**config.mk**
```make
export PLATFORM = sky130hd
export DESIGN_NAME = dat_top
export DESIGN_NICKNAME = d
export VERILOG_FILES = /design/src/hw/dat_pkg.sv /design/src/hw/dat_divider.sv /design/src/hw/dat_top.sv
export VERILOG_INCLUDE_DIRS = /design/src /design/src/hw
export SDC_FILE = /design/constraint.sdc
export NUM_CORES = 2
export LEC_CHECK = 0
export ABC_AREA = 1
export BUFFER_PORTS_ARGS = -buffer_cell sky130_fd_sc_hd__buf_2
export CORE_UTILIZATION = 37
export DETAILED_ROUTE_END_ITERATION = 10
export SLEW_MARGIN = 25
export SYNTH_ARGS = -nofsm -noshare
export SYNTH_HDL_FRONTEND = slang
export SYNTH_SLANG_ARGS = --single-unit
```
**constraint.sdc**
```tcl
create_clock -name clk -period 19.1 [get_ports clk]
set_clock_uncertainty 0.2 [all_clocks]
set_input_delay 5.73 -clock clk [delete_from_list [all_inputs] [get_ports clk]]
set_output_delay 5.73 -clock clk [all_outputs]
set_load 0.01 [all_outputs]
```
**src/hw/dat_params.svh**
```systemverilog
`ifndef DAT_PARAMS_SVH
`define DAT_PARAMS_SVH

// default (logical) geometry
`define DAT_SPT_DEFAULT    8'd63
`define DAT_HEADS_SMALL    5'd15
`define DAT_HEADS_LARGE    5'd16
`define DAT_CYL_SMALL      16'd8959
`define DAT_CYL_LARGE      16'd16383

// example zone layout of one physical track
`define DAT_ZONE_DATA_SEC  10'd574
`define DAT_ZONE_SPARE_SEC 10'd2
`define DAT_ZONE_TRACK_SEC 10'd576

// physical layout
`define DAT_PHYS_HEADS     5'd2
`define DAT_ALT_CYL        16'h3FFF

// defect handling
`define DAT_RETRY_LIMIT    4'h8
`define DAT_DEF_SLOTS      8

// identification words
`define DAT_ID_WORD_CYL    8'd54
`define DAT_ID_WORD_HEADS  8'd55
`define DAT_ID_WORD_SPT    8'd56

`endif

```
**src/hw/dat_pkg.sv**
```systemverilog
package dat_pkg;

  typedef struct packed {
    logic        lba_mode;
    logic [15:0] cyl;
    logic [3:0]  head;
    logic [7:0]  sector;
    logic [27:0] lba;
  } dat_req_t;

  typedef struct packed {
    logic [15:0] cyl;
    logic [4:0]  head;
    logic [9:0]  sector;
    logic        alt;
    logic [15:0] resume_cyl;
    logic [4:0]  resume_head;
  } dat_phys_t;

  typedef struct packed {
    logic        valid;
    logic        slip;
    logic [19:0] track;
    logic [9:0]  sector;
    logic [4:0]  alt_head;
    logic [9:0]  alt_sector;
  } dat_defect_t;

  typedef enum logic [3:0] {
    ST_IDLE,
    ST_DIV_TRK,
    ST_DIV_HEAD,
    ST_SLIP,
    ST_DONE,
    ST_DIV_GEO,
    ST_REWRITE,
    ST_REREAD,
    ST_ASSIGN
  } dat_state_t;

endpackage

```
**src/hw/dat_divider.sv**
```systemverilog
`timescale 1ns/1ns
module dat_divider (
  // clock and reset
  input  wire logic        clk,
  input  wire logic        rst_n,
  // operands
  input  wire logic        start,
  input  wire logic [31:0] dividend,
  input  wire logic [15:0] divisor,
  // result
  output logic             done,
  output logic [31:0]      quotient,
  output logic [15:0]      remainder
);

  logic [31:0] quo_r;
  logic [32:0] rem_r;
  logic [15:0] dvs_r;
  logic [5:0]  cnt_r;
  logic        busy_r;
  logic        done_r;
  logic [32:0] trial;

  assign trial = {rem_r[31:0], quo_r[31]} - {17'h00000, dvs_r};

  always_ff @(posedge clk or negedge rst_n)
  begin
    if (!rst_n)
    begin
      quo_r  <= 32'h00000000;
      rem_r  <= 33'h000000000;
      dvs_r  <= 16'h0000;
      cnt_r  <= 6'h00;
      busy_r <= 1'b0;
      done_r <= 1'b0;
    end
    else
    begin
      done_r <= 1'b0;
      if (start)
      begin
        quo_r  <= dividend;
        rem_r  <= 33'h000000000;
        dvs_r  <= divisor;
        cnt_r  <= 6'h20;
        busy_r <= 1'b1;
      end
      else if (busy_r)
      begin
        // restoring step, one quotient bit per clock
        if (!trial[32])
        begin
          rem_r <= trial;
          quo_r <= {quo_r[30:0], 1'b1};
        end
        else
        begin
          rem_r <= {rem_r[31:0], quo_r[31]};
          quo_r <= {quo_r[30:0], 1'b0};
        end
        cnt_r <= cnt_r - 6'h01;
        if (cnt_r == 6'h01)
        begin
          busy_r <= 1'b0;
          done_r <= 1'b1;
        end
      end
    end
  end

  assign done      = done_r;
  assign quotient  = quo_r;
  assign remainder = rem_r[15:0];

endmodule // dat_divider

```
**src/hw/dat_top.sv**
```systemverilog
// How it works
// - every medium access translated logical to physical
// - current mode uses host-set heads and sectors
// - defaults: 63 sectors, 15/8959 or 16/16383
// - identify words 54-56 report current geometry
// - chs numbering starts c0 h0 s1, head advances
// - block 0 is cylinder 0 head 0 sector 1
// - after last data sector, next track begins
// - sectors 1-574 carry data, two spares unnumbered
// - two spare sectors per track for slipping
// - one spare cylinder for overflow and reassignment
// - slip skips defect, shifts following addresses along
// - alternate cylinder for third defect, auto reassignment; code picks slip or alternate by the entry's slip bit, not by defect count
// - alternate cylinder outer side, next unassigned sector
// - alternate access, then back to original track
// - reassign when read retries exceed threshold
// - rewrite and reread first, skip if clean
// - at most one reassignment per read command
// - reassign on unrecovered write error
`timescale 1ns/1ns
`include "dat_params.svh"
module dat_top (
  // clock and reset
  input  wire logic               clk,
  input  wire logic               rst_n,
  // capacity strap
  input  wire logic               big_variant,
  // translation request
  input  wire logic               req_valid,
  output logic                    req_ready,
  input  wire dat_pkg::dat_req_t  req,
  // translation answer
  output logic                    resp_valid,
  input  wire logic               resp_ready,
  output dat_pkg::dat_phys_t      resp,
  // geometry set command
  input  wire logic               geo_valid,
  output logic                    geo_ready,
  input  wire logic [4:0]         geo_heads,
  input  wire logic [7:0]         geo_spt,
  // identify word read
  input  wire logic [7:0]         id_addr,
  output logic [15:0]             id_data,
  // command boundary
  input  wire logic               cmd_start,
  // factory defect load
  input  wire logic               load_valid,
  output logic                    load_ready,
  input  wire dat_pkg::dat_defect_t load_entry,
  // error reports from the read/write channel
  input  wire logic               rd_err_valid,
  input  wire logic               wr_err_valid,
  output logic                    err_ready,
  input  wire logic [3:0]         rd_retries,
  input  wire logic [15:0]        err_cyl,
  input  wire logic [4:0]         err_head,
  input  wire logic [9:0]         err_sector,
  // rewrite / reread requests to the channel
  output logic                    fix_req,
  output logic                    fix_reread,
  input  wire logic               fix_done,
  input  wire logic               fix_err,
  // status
  output logic                    table_full,
  output logic                    alt_full
);
  import dat_pkg::*;

  dat_state_t  state_r;
  dat_defect_t tbl_r [`DAT_DEF_SLOTS];
  logic [3:0]  tbl_cnt_r;
  logic        variant_r;
  logic        strap_done_r;
  logic        geo_set_r;
  logic [4:0]  heads_r;
  logic [7:0]  spt_r;
  logic [15:0] id_cyl_r;
  logic [15:0] id_data_r;
  logic [31:0] lin_r;
  logic [19:0] track_r;
  logic [9:0]  psec_r;
  logic [15:0] pcyl_r;
  logic [4:0]  phead_r;
  dat_phys_t   resp_r;
  logic        reassigned_r;
  logic        from_rd_r;
  logic [19:0] fail_track_r;
  logic [9:0]  fail_sec_r;
  logic [4:0]  alt_head_r;
  logic [9:0]  alt_sec_r;

  logic [4:0]  def_heads;
  logic [15:0] def_cyl;
  logic [4:0]  cur_heads;
  logic [7:0]  cur_spt;
  logic [31:0] chs_lin;
  logic [31:0] def_cap;
  logic        div_start;
  logic [31:0] div_dividend;
  logic [15:0] div_divisor;
  logic        div_done;
  logic [31:0] div_quo;
  logic [15:0] div_rem;
  logic [9:0]  slip_sec;
  logic        alt_hit;
  logic [4:0]  alt_hit_head;
  logic [9:0]  alt_hit_sec;
  logic        req_acc;
  logic        geo_acc;
  logic        rd_acc;
  logic        wr_acc;
  logic        any_def;

  // strap caught once after reset release
  always_ff @(posedge clk or negedge rst_n)
  begin
    if (!rst_n)
    begin
      variant_r    <= 1'b0;
      strap_done_r <= 1'b0;
    end
    else if (!strap_done_r)
    begin
      variant_r    <= big_variant;
      strap_done_r <= 1'b1;
    end
  end

  assign def_heads = variant_r ? `DAT_HEADS_LARGE : `DAT_HEADS_SMALL;
  assign def_cyl   = variant_r ? `DAT_CYL_LARGE : `DAT_CYL_SMALL;
  assign cur_heads = geo_set_r ? heads_r : def_heads;
  assign cur_spt   = geo_set_r ? spt_r : `DAT_SPT_DEFAULT;
  assign def_cap   = 32'(def_cyl) * 32'(def_heads) * 32'(`DAT_SPT_DEFAULT);

  // chs to linear, numbering from sector 1 of head 0
  assign chs_lin = 32'((32'(req.cyl) * 32'(cur_heads) + 32'(req.head)) * 32'(cur_spt)
                   + 32'(req.sector) - 32'd1);

  assign req_ready  = (state_r == ST_IDLE);
  assign geo_ready  = (state_r == ST_IDLE) && !req_valid;
  assign err_ready  = (state_r == ST_IDLE) && !req_valid && !geo_valid;
  assign load_ready = (state_r == ST_IDLE) && !req_valid && !geo_valid && !rd_err_valid && !wr_err_valid;
  assign req_acc    = req_valid && req_ready;
  assign geo_acc    = geo_valid && geo_ready;
  assign rd_acc     = rd_err_valid && err_ready;
  assign wr_acc     = wr_err_valid && err_ready && !rd_err_valid;

  // one shared divider: track split, head split, identify cylinders
  always_comb
  begin
    div_start    = 1'b0;
    div_dividend = 32'h00000000;
    div_divisor  = 16'h0001;
    if (req_acc)
    begin
      div_start    = 1'b1;
      div_dividend = req.lba_mode ? {4'h0, req.lba} : chs_lin;
      div_divisor  = {6'h00, `DAT_ZONE_DATA_SEC};
    end
    else if (geo_acc)
    begin
      div_start    = 1'b1;
      div_dividend = def_cap;
      div_divisor  = 16'(geo_heads) * 16'(geo_spt);
    end
    else if (state_r == ST_DIV_TRK && div_done)
    begin
      div_start    = 1'b1;
      div_dividend = 32'(div_quo[19:0]);
      div_divisor  = {11'h000, `DAT_PHYS_HEADS};
    end
  end

  dat_divider u_div (
    .clk       (clk),
    .rst_n     (rst_n),
    .start     (div_start),
    .dividend  (div_dividend),
    .divisor   (div_divisor),
    .done      (div_done),
    .quotient  (div_quo),
    .remainder (div_rem)
  );

  // slip over defects on the track, then look for an alternate
  always_comb
  begin
    slip_sec     = psec_r;
    alt_hit      = 1'b0;
    alt_hit_head = 5'h00;
    alt_hit_sec  = 10'h000;
    any_def      = 1'b0;
    for (int i = 0; i < `DAT_DEF_SLOTS; i++)
    begin
      any_def = any_def | tbl_r[i].valid;
      if (tbl_r[i].valid && tbl_r[i].slip && tbl_r[i].track == track_r && tbl_r[i].sector <= slip_sec)
      begin
        slip_sec = slip_sec + 10'h001;
      end
    end
    for (int i = 0; i < `DAT_DEF_SLOTS; i++)
    begin
      if (tbl_r[i].valid && !tbl_r[i].slip && tbl_r[i].track == track_r && tbl_r[i].sector == slip_sec)
      begin
        alt_hit      = 1'b1;
        alt_hit_head = tbl_r[i].alt_head;
        alt_hit_sec  = tbl_r[i].alt_sector;
      end
    end
  end

  // main sequencer
  always_ff @(posedge clk or negedge rst_n)
  begin
    if (!rst_n)
    begin
      state_r <= ST_IDLE;
    end
    else
    begin
      unique case (state_r)
        ST_IDLE:
        begin
          if (req_acc)
            state_r <= ST_DIV_TRK;
          else if (geo_acc)
            state_r <= ST_DIV_GEO;
          else if (rd_acc && rd_retries > `DAT_RETRY_LIMIT && !reassigned_r)
            state_r <= ST_REWRITE;
          else if (wr_acc)
            state_r <= ST_ASSIGN;
        end
        ST_DIV_TRK:  if (div_done) state_r <= ST_DIV_HEAD;
        ST_DIV_HEAD: if (div_done) state_r <= ST_SLIP;
        ST_SLIP:     state_r <= ST_DONE;
        ST_DONE:     if (resp_ready) state_r <= ST_IDLE;
        ST_DIV_GEO:  if (div_done) state_r <= ST_IDLE;
        ST_REWRITE:  if (fix_done) state_r <= ST_REREAD;
        ST_REREAD:   if (fix_done) state_r <= fix_err ? ST_ASSIGN : ST_IDLE;
        ST_ASSIGN:   state_r <= ST_IDLE;
        default:     state_r <= ST_IDLE;
      endcase
    end
  end

  // translation datapath
  always_ff @(posedge clk or negedge rst_n)
  begin
    if (!rst_n)
    begin
      lin_r   <= 32'h00000000;
      track_r <= 20'h00000;
      psec_r  <= 10'h001;
      pcyl_r  <= 16'h0000;
      phead_r <= 5'h00;
      resp_r  <= '0;
    end
    else
    begin
      if (req_acc)
        lin_r <= req.lba_mode ? {4'h0, req.lba} : chs_lin;
      if (state_r == ST_DIV_TRK && div_done)
      begin
        track_r <= div_quo[19:0];
        psec_r  <= div_rem[9:0] + 10'h001;
      end
      if (state_r == ST_DIV_HEAD && div_done)
      begin
        pcyl_r  <= div_quo[15:0];
        phead_r <= div_rem[4:0];
      end
      if (state_r == ST_SLIP)
      begin
        resp_r.resume_cyl  <= pcyl_r;
        resp_r.resume_head <= phead_r;
        resp_r.alt         <= alt_hit;
        if (alt_hit)
        begin
          resp_r.cyl    <= `DAT_ALT_CYL;
          resp_r.head   <= alt_hit_head;
          resp_r.sector <= alt_hit_sec;
        end
        else
        begin
          resp_r.cyl    <= pcyl_r;
          resp_r.head   <= phead_r;
          resp_r.sector <= slip_sec;
        end
      end
    end
  end

  assign resp_valid = (state_r == ST_DONE);
  assign resp       = resp_r;

  // host geometry, lost on reset
  always_ff @(posedge clk or negedge rst_n)
  begin
    if (!rst_n)
    begin
      geo_set_r <= 1'b0;
      heads_r   <= 5'h00;
      spt_r     <= 8'h00;
      id_cyl_r  <= 16'h0000;
    end
    else
    begin
      if (geo_acc)
      begin
        geo_set_r <= 1'b1;
        heads_r   <= geo_heads;
        spt_r     <= geo_spt;
      end
      // cylinder count is only an estimate; a quotient above 16 bits saturates to 16'hFFFF
      if (state_r == ST_DIV_GEO && div_done)
        id_cyl_r <= (div_quo[31:16] != 16'h0000) ? 16'hFFFF : div_quo[15:0];
    end
  end

  // identify words
  always_ff @(posedge clk or negedge rst_n)
  begin
    if (!rst_n)
      id_data_r <= 16'h0000;
    else
    begin
      unique case (id_addr)
        `DAT_ID_WORD_CYL:   id_data_r <= geo_set_r ? id_cyl_r : def_cyl;
        `DAT_ID_WORD_HEADS: id_data_r <= 16'(cur_heads);
        `DAT_ID_WORD_SPT:   id_data_r <= 16'(cur_spt);
        default:            id_data_r <= 16'h0000;
      endcase
    end
  end

  assign id_data = id_data_r;

  // reassignment bookkeeping
  always_ff @(posedge clk or negedge rst_n)
  begin
    if (!rst_n)
    begin
      reassigned_r <= 1'b0;
      from_rd_r    <= 1'b0;
      fail_track_r <= 20'h00000;
      fail_sec_r   <= 10'h000;
    end
    else
    begin
      if (state_r == ST_ASSIGN && from_rd_r)
        reassigned_r <= 1'b1;
      else if (cmd_start)
        reassigned_r <= 1'b0;
      if (rd_acc || wr_acc)
      begin
        from_rd_r    <= rd_acc;
        fail_track_r <= 20'(32'(err_cyl) * 32'(`DAT_PHYS_HEADS) + 32'(err_head));
        fail_sec_r   <= err_sector;
      end
    end
  end

  assign fix_req    = (state_r == ST_REWRITE) || (state_r == ST_REREAD);
  assign fix_reread = (state_r == ST_REREAD);

  // defect table and alternate cylinder allocation
  always_ff @(posedge clk or negedge rst_n)
  begin
    if (!rst_n)
    begin
      for (int i = 0; i < `DAT_DEF_SLOTS; i++)
        tbl_r[i] <= '0;
      tbl_cnt_r  <= 4'h0;
      alt_head_r <= 5'h00;
      alt_sec_r  <= 10'h001;
    end
    else if (!table_full)
    begin
      if (load_valid && load_ready)
      begin
        tbl_r[tbl_cnt_r[2:0]]       <= load_entry;
        tbl_r[tbl_cnt_r[2:0]].valid <= 1'b1;
        if (!load_entry.slip)
        begin
          tbl_r[tbl_cnt_r[2:0]].alt_head   <= alt_head_r;
          tbl_r[tbl_cnt_r[2:0]].alt_sector <= alt_sec_r;
        end
        tbl_cnt_r <= tbl_cnt_r + 4'h1;
      end
      else if (state_r == ST_ASSIGN && !alt_full)
      begin
        tbl_r[tbl_cnt_r[2:0]] <= '{valid: 1'b1, slip: 1'b0, track: fail_track_r, sector: fail_sec_r,
                                   alt_head: alt_head_r, alt_sector: alt_sec_r};
        tbl_cnt_r <= tbl_cnt_r + 4'h1;
      end
      if (((load_valid && load_ready && !load_entry.slip) || state_r == ST_ASSIGN) && !alt_full)
      begin
        if (alt_sec_r == `DAT_ZONE_TRACK_SEC)
        begin
          alt_sec_r  <= 10'h001;
          alt_head_r <= alt_head_r + 5'h01;
        end
        else
          alt_sec_r <= alt_sec_r + 10'h001;
      end
    end
  end

  assign table_full = (tbl_cnt_r == 4'(`DAT_DEF_SLOTS));
  assign alt_full   = (alt_head_r == `DAT_PHYS_HEADS);

  lin_calc_a: assert property (@(posedge clk) disable iff (!rst_n)
    req_acc && !req.lba_mode |=> lin_r == 32'((32'($past(req.cyl)) * 32'($past(cur_heads))
      + 32'($past(req.head))) * 32'($past(cur_spt)) + 32'($past(req.sector)) - 32'd1))
    else $error("chs linear value wrong");

  default_geo_a: assert property (@(posedge clk) disable iff (!rst_n)
    !geo_set_r |-> cur_spt == 8'd63 && (cur_heads == 5'd15 || cur_heads == 5'd16))
    else $error("default geometry wrong");

  zone_sec_a: assert property (@(posedge clk) disable iff (!rst_n)
    resp_valid && !any_def |-> resp.sector >= 10'd1 && resp.sector <= 10'd574)
    else $error("sector outside data area");

  block_zero_a: assert property (@(posedge clk) disable iff (!rst_n)
    resp_valid && lin_r == 32'h00000000 && !any_def |-> resp.cyl == 16'h0000 && resp.head == 5'h00
      && resp.sector == 10'h001)
    else $error("block zero misplaced");

  alt_route_a: assert property (@(posedge clk) disable iff (!rst_n)
    resp_valid && resp.alt |-> resp.cyl == `DAT_ALT_CYL && resp.resume_cyl == pcyl_r
      && resp.resume_head == phead_r)
    else $error("alternate route wrong");

  retry_thresh_a: assert property (@(posedge clk) disable iff (!rst_n)
    rd_acc && rd_retries <= `DAT_RETRY_LIMIT |=> state_r == ST_IDLE)
    else $error("reassign below threshold");

  reread_skip_a: assert property (@(posedge clk) disable iff (!rst_n)
    state_r == ST_REREAD && fix_done && !fix_err |=> state_r == ST_IDLE && $stable(tbl_cnt_r))
    else $error("clean reread reassigned");

  one_per_cmd_a: assert property (@(posedge clk) disable iff (!rst_n)
    state_r == ST_ASSIGN && from_rd_r |-> !reassigned_r)
    else $error("second reassignment in command");

  wr_assign_a: assert property (@(posedge clk) disable iff (!rst_n)
    wr_acc |=> state_r == ST_ASSIGN ##1 state_r == ST_IDLE)
    else $error("write error not reassigned");

  // word register still held in reset at the release edge
  id_heads_a: assert property (@(posedge clk) disable iff (!rst_n)
    rst_n && id_addr == `DAT_ID_WORD_HEADS |=> id_data == 16'($past(cur_heads)))
    else $error("identify heads word wrong");

endmodule // dat_top

```
==> flow_summary.json <==
{
  "outcome": "finished clean",
  "multiInputGateArea_um2": 28000,
  "coreArea_um2": 132000,
  "die_h_um": 367,
  "wl_per_cell_um": 19.8,
  "reg2regPathDepth": 127,
  "arrival_ns": 17.87,
  "syn_to_final_growth_pct": 13.0,
  "routed_via_density": 5.23,
  "cts_root_buffer": "clkbuf_16",
  "layout_common_cells": "nand2_1 (1705), inv_1 (952), dfrtp_1 (656)",
  "antenna_found_initial": 9,
  "cts.sinks": 666,
  "vias": 45300,
  "layout.cells.most_common": "nand2_1",
  "fin_crit_sh_pct": 91.4,
  "hold_path_class": "reg2reg",
  "crit_fanout": 19,
  "num_io_pins": 250,
  "drive_above_1_share_pct": 10.7,
  "cpMostUsedCell": "nand2_1",
  "clkTransAtPathRegs_ns": 0.06,
  "max_freq_mhz": 57.3,
  "yosys_warnings": 0,
  "crit_slowest_cell": "dfrtp_1",
  "die_area_um2": 135000,
  "grt_max_degree": 186,
  "slew_viol_final": 0,
  "grt_pass1_vias": 43200,
  "dp_hpwl_um": 128000,
  "syn-instance-count": 6612,
  "synth_seq_cells": 666,
  "grt-ovfl-total": 0,
  "post-route-util_pct": 42.3,
  "end_kind": "flip-flop",
  "io_buffers": 248,
  "syn_area_um2": 49400,
  "synth_top_area_share_pct": 33.7,
  "post-route-min-period_ns": 17.46,
  "worst_slew_pin_slew_ns": 1.04,
  "hold_viol_final": 0,
  "max_stage_delay_ns": 0.55,
  "htree_levels": 3,
  "hold_path_depth": 2,
  "synth_area_leaders": "dfrtp_1 (34%), nand2_1 (13%), fa_1 (8.0%)",
  "setup_viol": 0,
  "clk_latency_ns": 0.68,
  "yosysTopAreaCell": "dfrtp_1",
  "ant_nets": 0,
  "place_inst": 8509,
  "async_reset_ff_share_pct": 100,
  "cp.depth": 127,
  "synth_cell_type_count": 69,
  "final_cells": 8661,
  "drt_iter0_drc": 4457,
  "ys.flop_type": "dfrtp_1",
  "synth_edf_count": 0,
  "fin_nets": 7484,
  "required_ns": 19.50,
  "wirelength_um": 171000,
  "maxCapViolations": 0,
  "grt_pass1_wl_um": 260000,
  "worstSetupPathType": "reg2reg",
  "seqCellArea_um2": 16700,
  "start_util_pct": 37.4,
  "synth_seq_area_share_pct": 33.8,
  "start_kind": "flip-flop",
  "firstDrtPassIters": 6,
  "fp-row-count": 133,
  "remaining_drc_errors": 0,
  "critPathBufInv": 19,
  "place.gp.congestion": 0.936,
  "critPathTopFamily": "simple AND/OR/NAND/NOR gates",
  "relSlewSlack_pct": 30.0,
  "synth_nets": 7253,
  "cts_tree": "built",
  "avgSynthCellArea_um2": 7.46,
  "cts_made_buffers": 79,
  "grt_use_total_pct": 25.1,
  "clockBufferDepth": 3,
  "die_w_um": 367,
  "fillCellCount": 13600
}
[sequential cells by signal, summed over array words and instances, names as in the netlist, 8 cells and up]
| signal | flops |
|---|---|
| id_cyl_r | 16 |
| u_div.dvs_r | 13 |
| fail_sec_r | 10 |
| alt_sec_r | 10 |
| u_div.rem_r | 32 |
| resp | 53 |
| tbl_r | 376 |
| fail_track_r | 18 |
| id_data | 16 |
| psec_r | 10 |
| pcyl_r | 16 |
| u_div.quotient | 32 |
| spt_r | 8 |
| track_r | 20 |
[layer usage]
layer  up-vias  routed length (um)  GRT usage, %
met2      1746               76400          39.5
met4         4                6170          8.74
met5         -                  25             0
met1     21800               75100          35.1
li1      21400                   -             -
met3       279               13500          3.47
[per-stage QoR]
stage	worst slack, ns	cell area, um2	TNS (ns)	hold slack, ns
2_1_floorplan	4.04	49400	0	0.222
3_3_place_gp	1.14	52800	0	0.235
3_5_place_dp	0.978	52800	0	0.248
4_1_cts	0.858	55500	0	0.258
5_1_grt	-0.0943	55800	-0.336	0.283
6_report	1.64	55800	0	0.264
[worst register-to-register path, delay by kind of cell (launching register included)]
| family | cells | cell delay (ns) |
|---|---|---|
| and+or+nand+nor | 86 | 10.09 |
| buffers and inverters | 19 | 1.99 |
| xor gates and xnor gates | 6 | 1.21 |
| AOI/OAI and AO/OA | 9 | 1.23 |
| DFF | 1 | 0.55 |
| adders and majority gates | 7 | 2.16 |
[worst paths after layout]
check	endpoint	slack, ns	start
max	resp[31]$_DFFE_PN0P_	1.64	track_r[1]$_DFFE_PN0P_
min reg2reg	resp[17]$_DFFE_PN0P_	0.26	resp[17]$_DFFE_PN0P_
min in group asynchronous	tbl_r[66]$_DFFE_PN0P_	4.85	rst_n
min	resp[17]$_DFFE_PN0P_	0.26	resp[17]$_DFFE_PN0P_
max in group asynchronous	resp[12]$_DFFE_PN0P_	11.19	rst_n
max reg2reg	resp[31]$_DFFE_PN0P_	1.64	track_r[1]$_DFFE_PN0P_
[kinds of logic (layout without fill, tap and decap cells)]
family / count (synthesis) / after routing / share of synthesized area, %
AOI/OAI and AO/OA: 1082 / 1082 / 12.0
xor gates and xnor gates: 235 / 235 / 4.39
adders and majority gates: 469 / 469 / 14.9
and+or+nand+nor: 2902 / 2902 / 24.9
DFF: 666 / 666 / 33.8
buffers and inverters: 1244 / 1536 / 9.81
other: 1 / 3 / 0.00760
muxes: 13 / 13 / 0.297
[final cells by class]
type                    instances  area share, %
flip-flops and latches        666           29.9
multi-input cells            4702           50.3
clock inverters                23          0.523
repair buffers                386           4.30
diodes                          2        0.00898
clock buffers                 119           4.25
well taps                    1755           3.94
inverters                    1008           6.81
[synthesized netlist by cell type, drive strengths merged (42+ instances only)]
cell type and number:
buf 46, nand4 98, nor2 667, xor2 164, nand2 1763, nor3 82
dfrtp 664, clkbuf 190, nand3 194, inv 994, fa 197, a21oi 283
nor4 42, ha 272, o21ai 602, o22ai 53, xnor2 69
[timing repair]
item,CTS,global route
resized for setup,0,44
endpoints found under the hold margin,0,0
buffers inserted,0,6
endpoints found under the setup margin,0,32
hold buffers,0,0
Power is left out: the tool's default activity adds up to more than one toggle a clock period on the data nets, which glitch-free logic cannot reach.
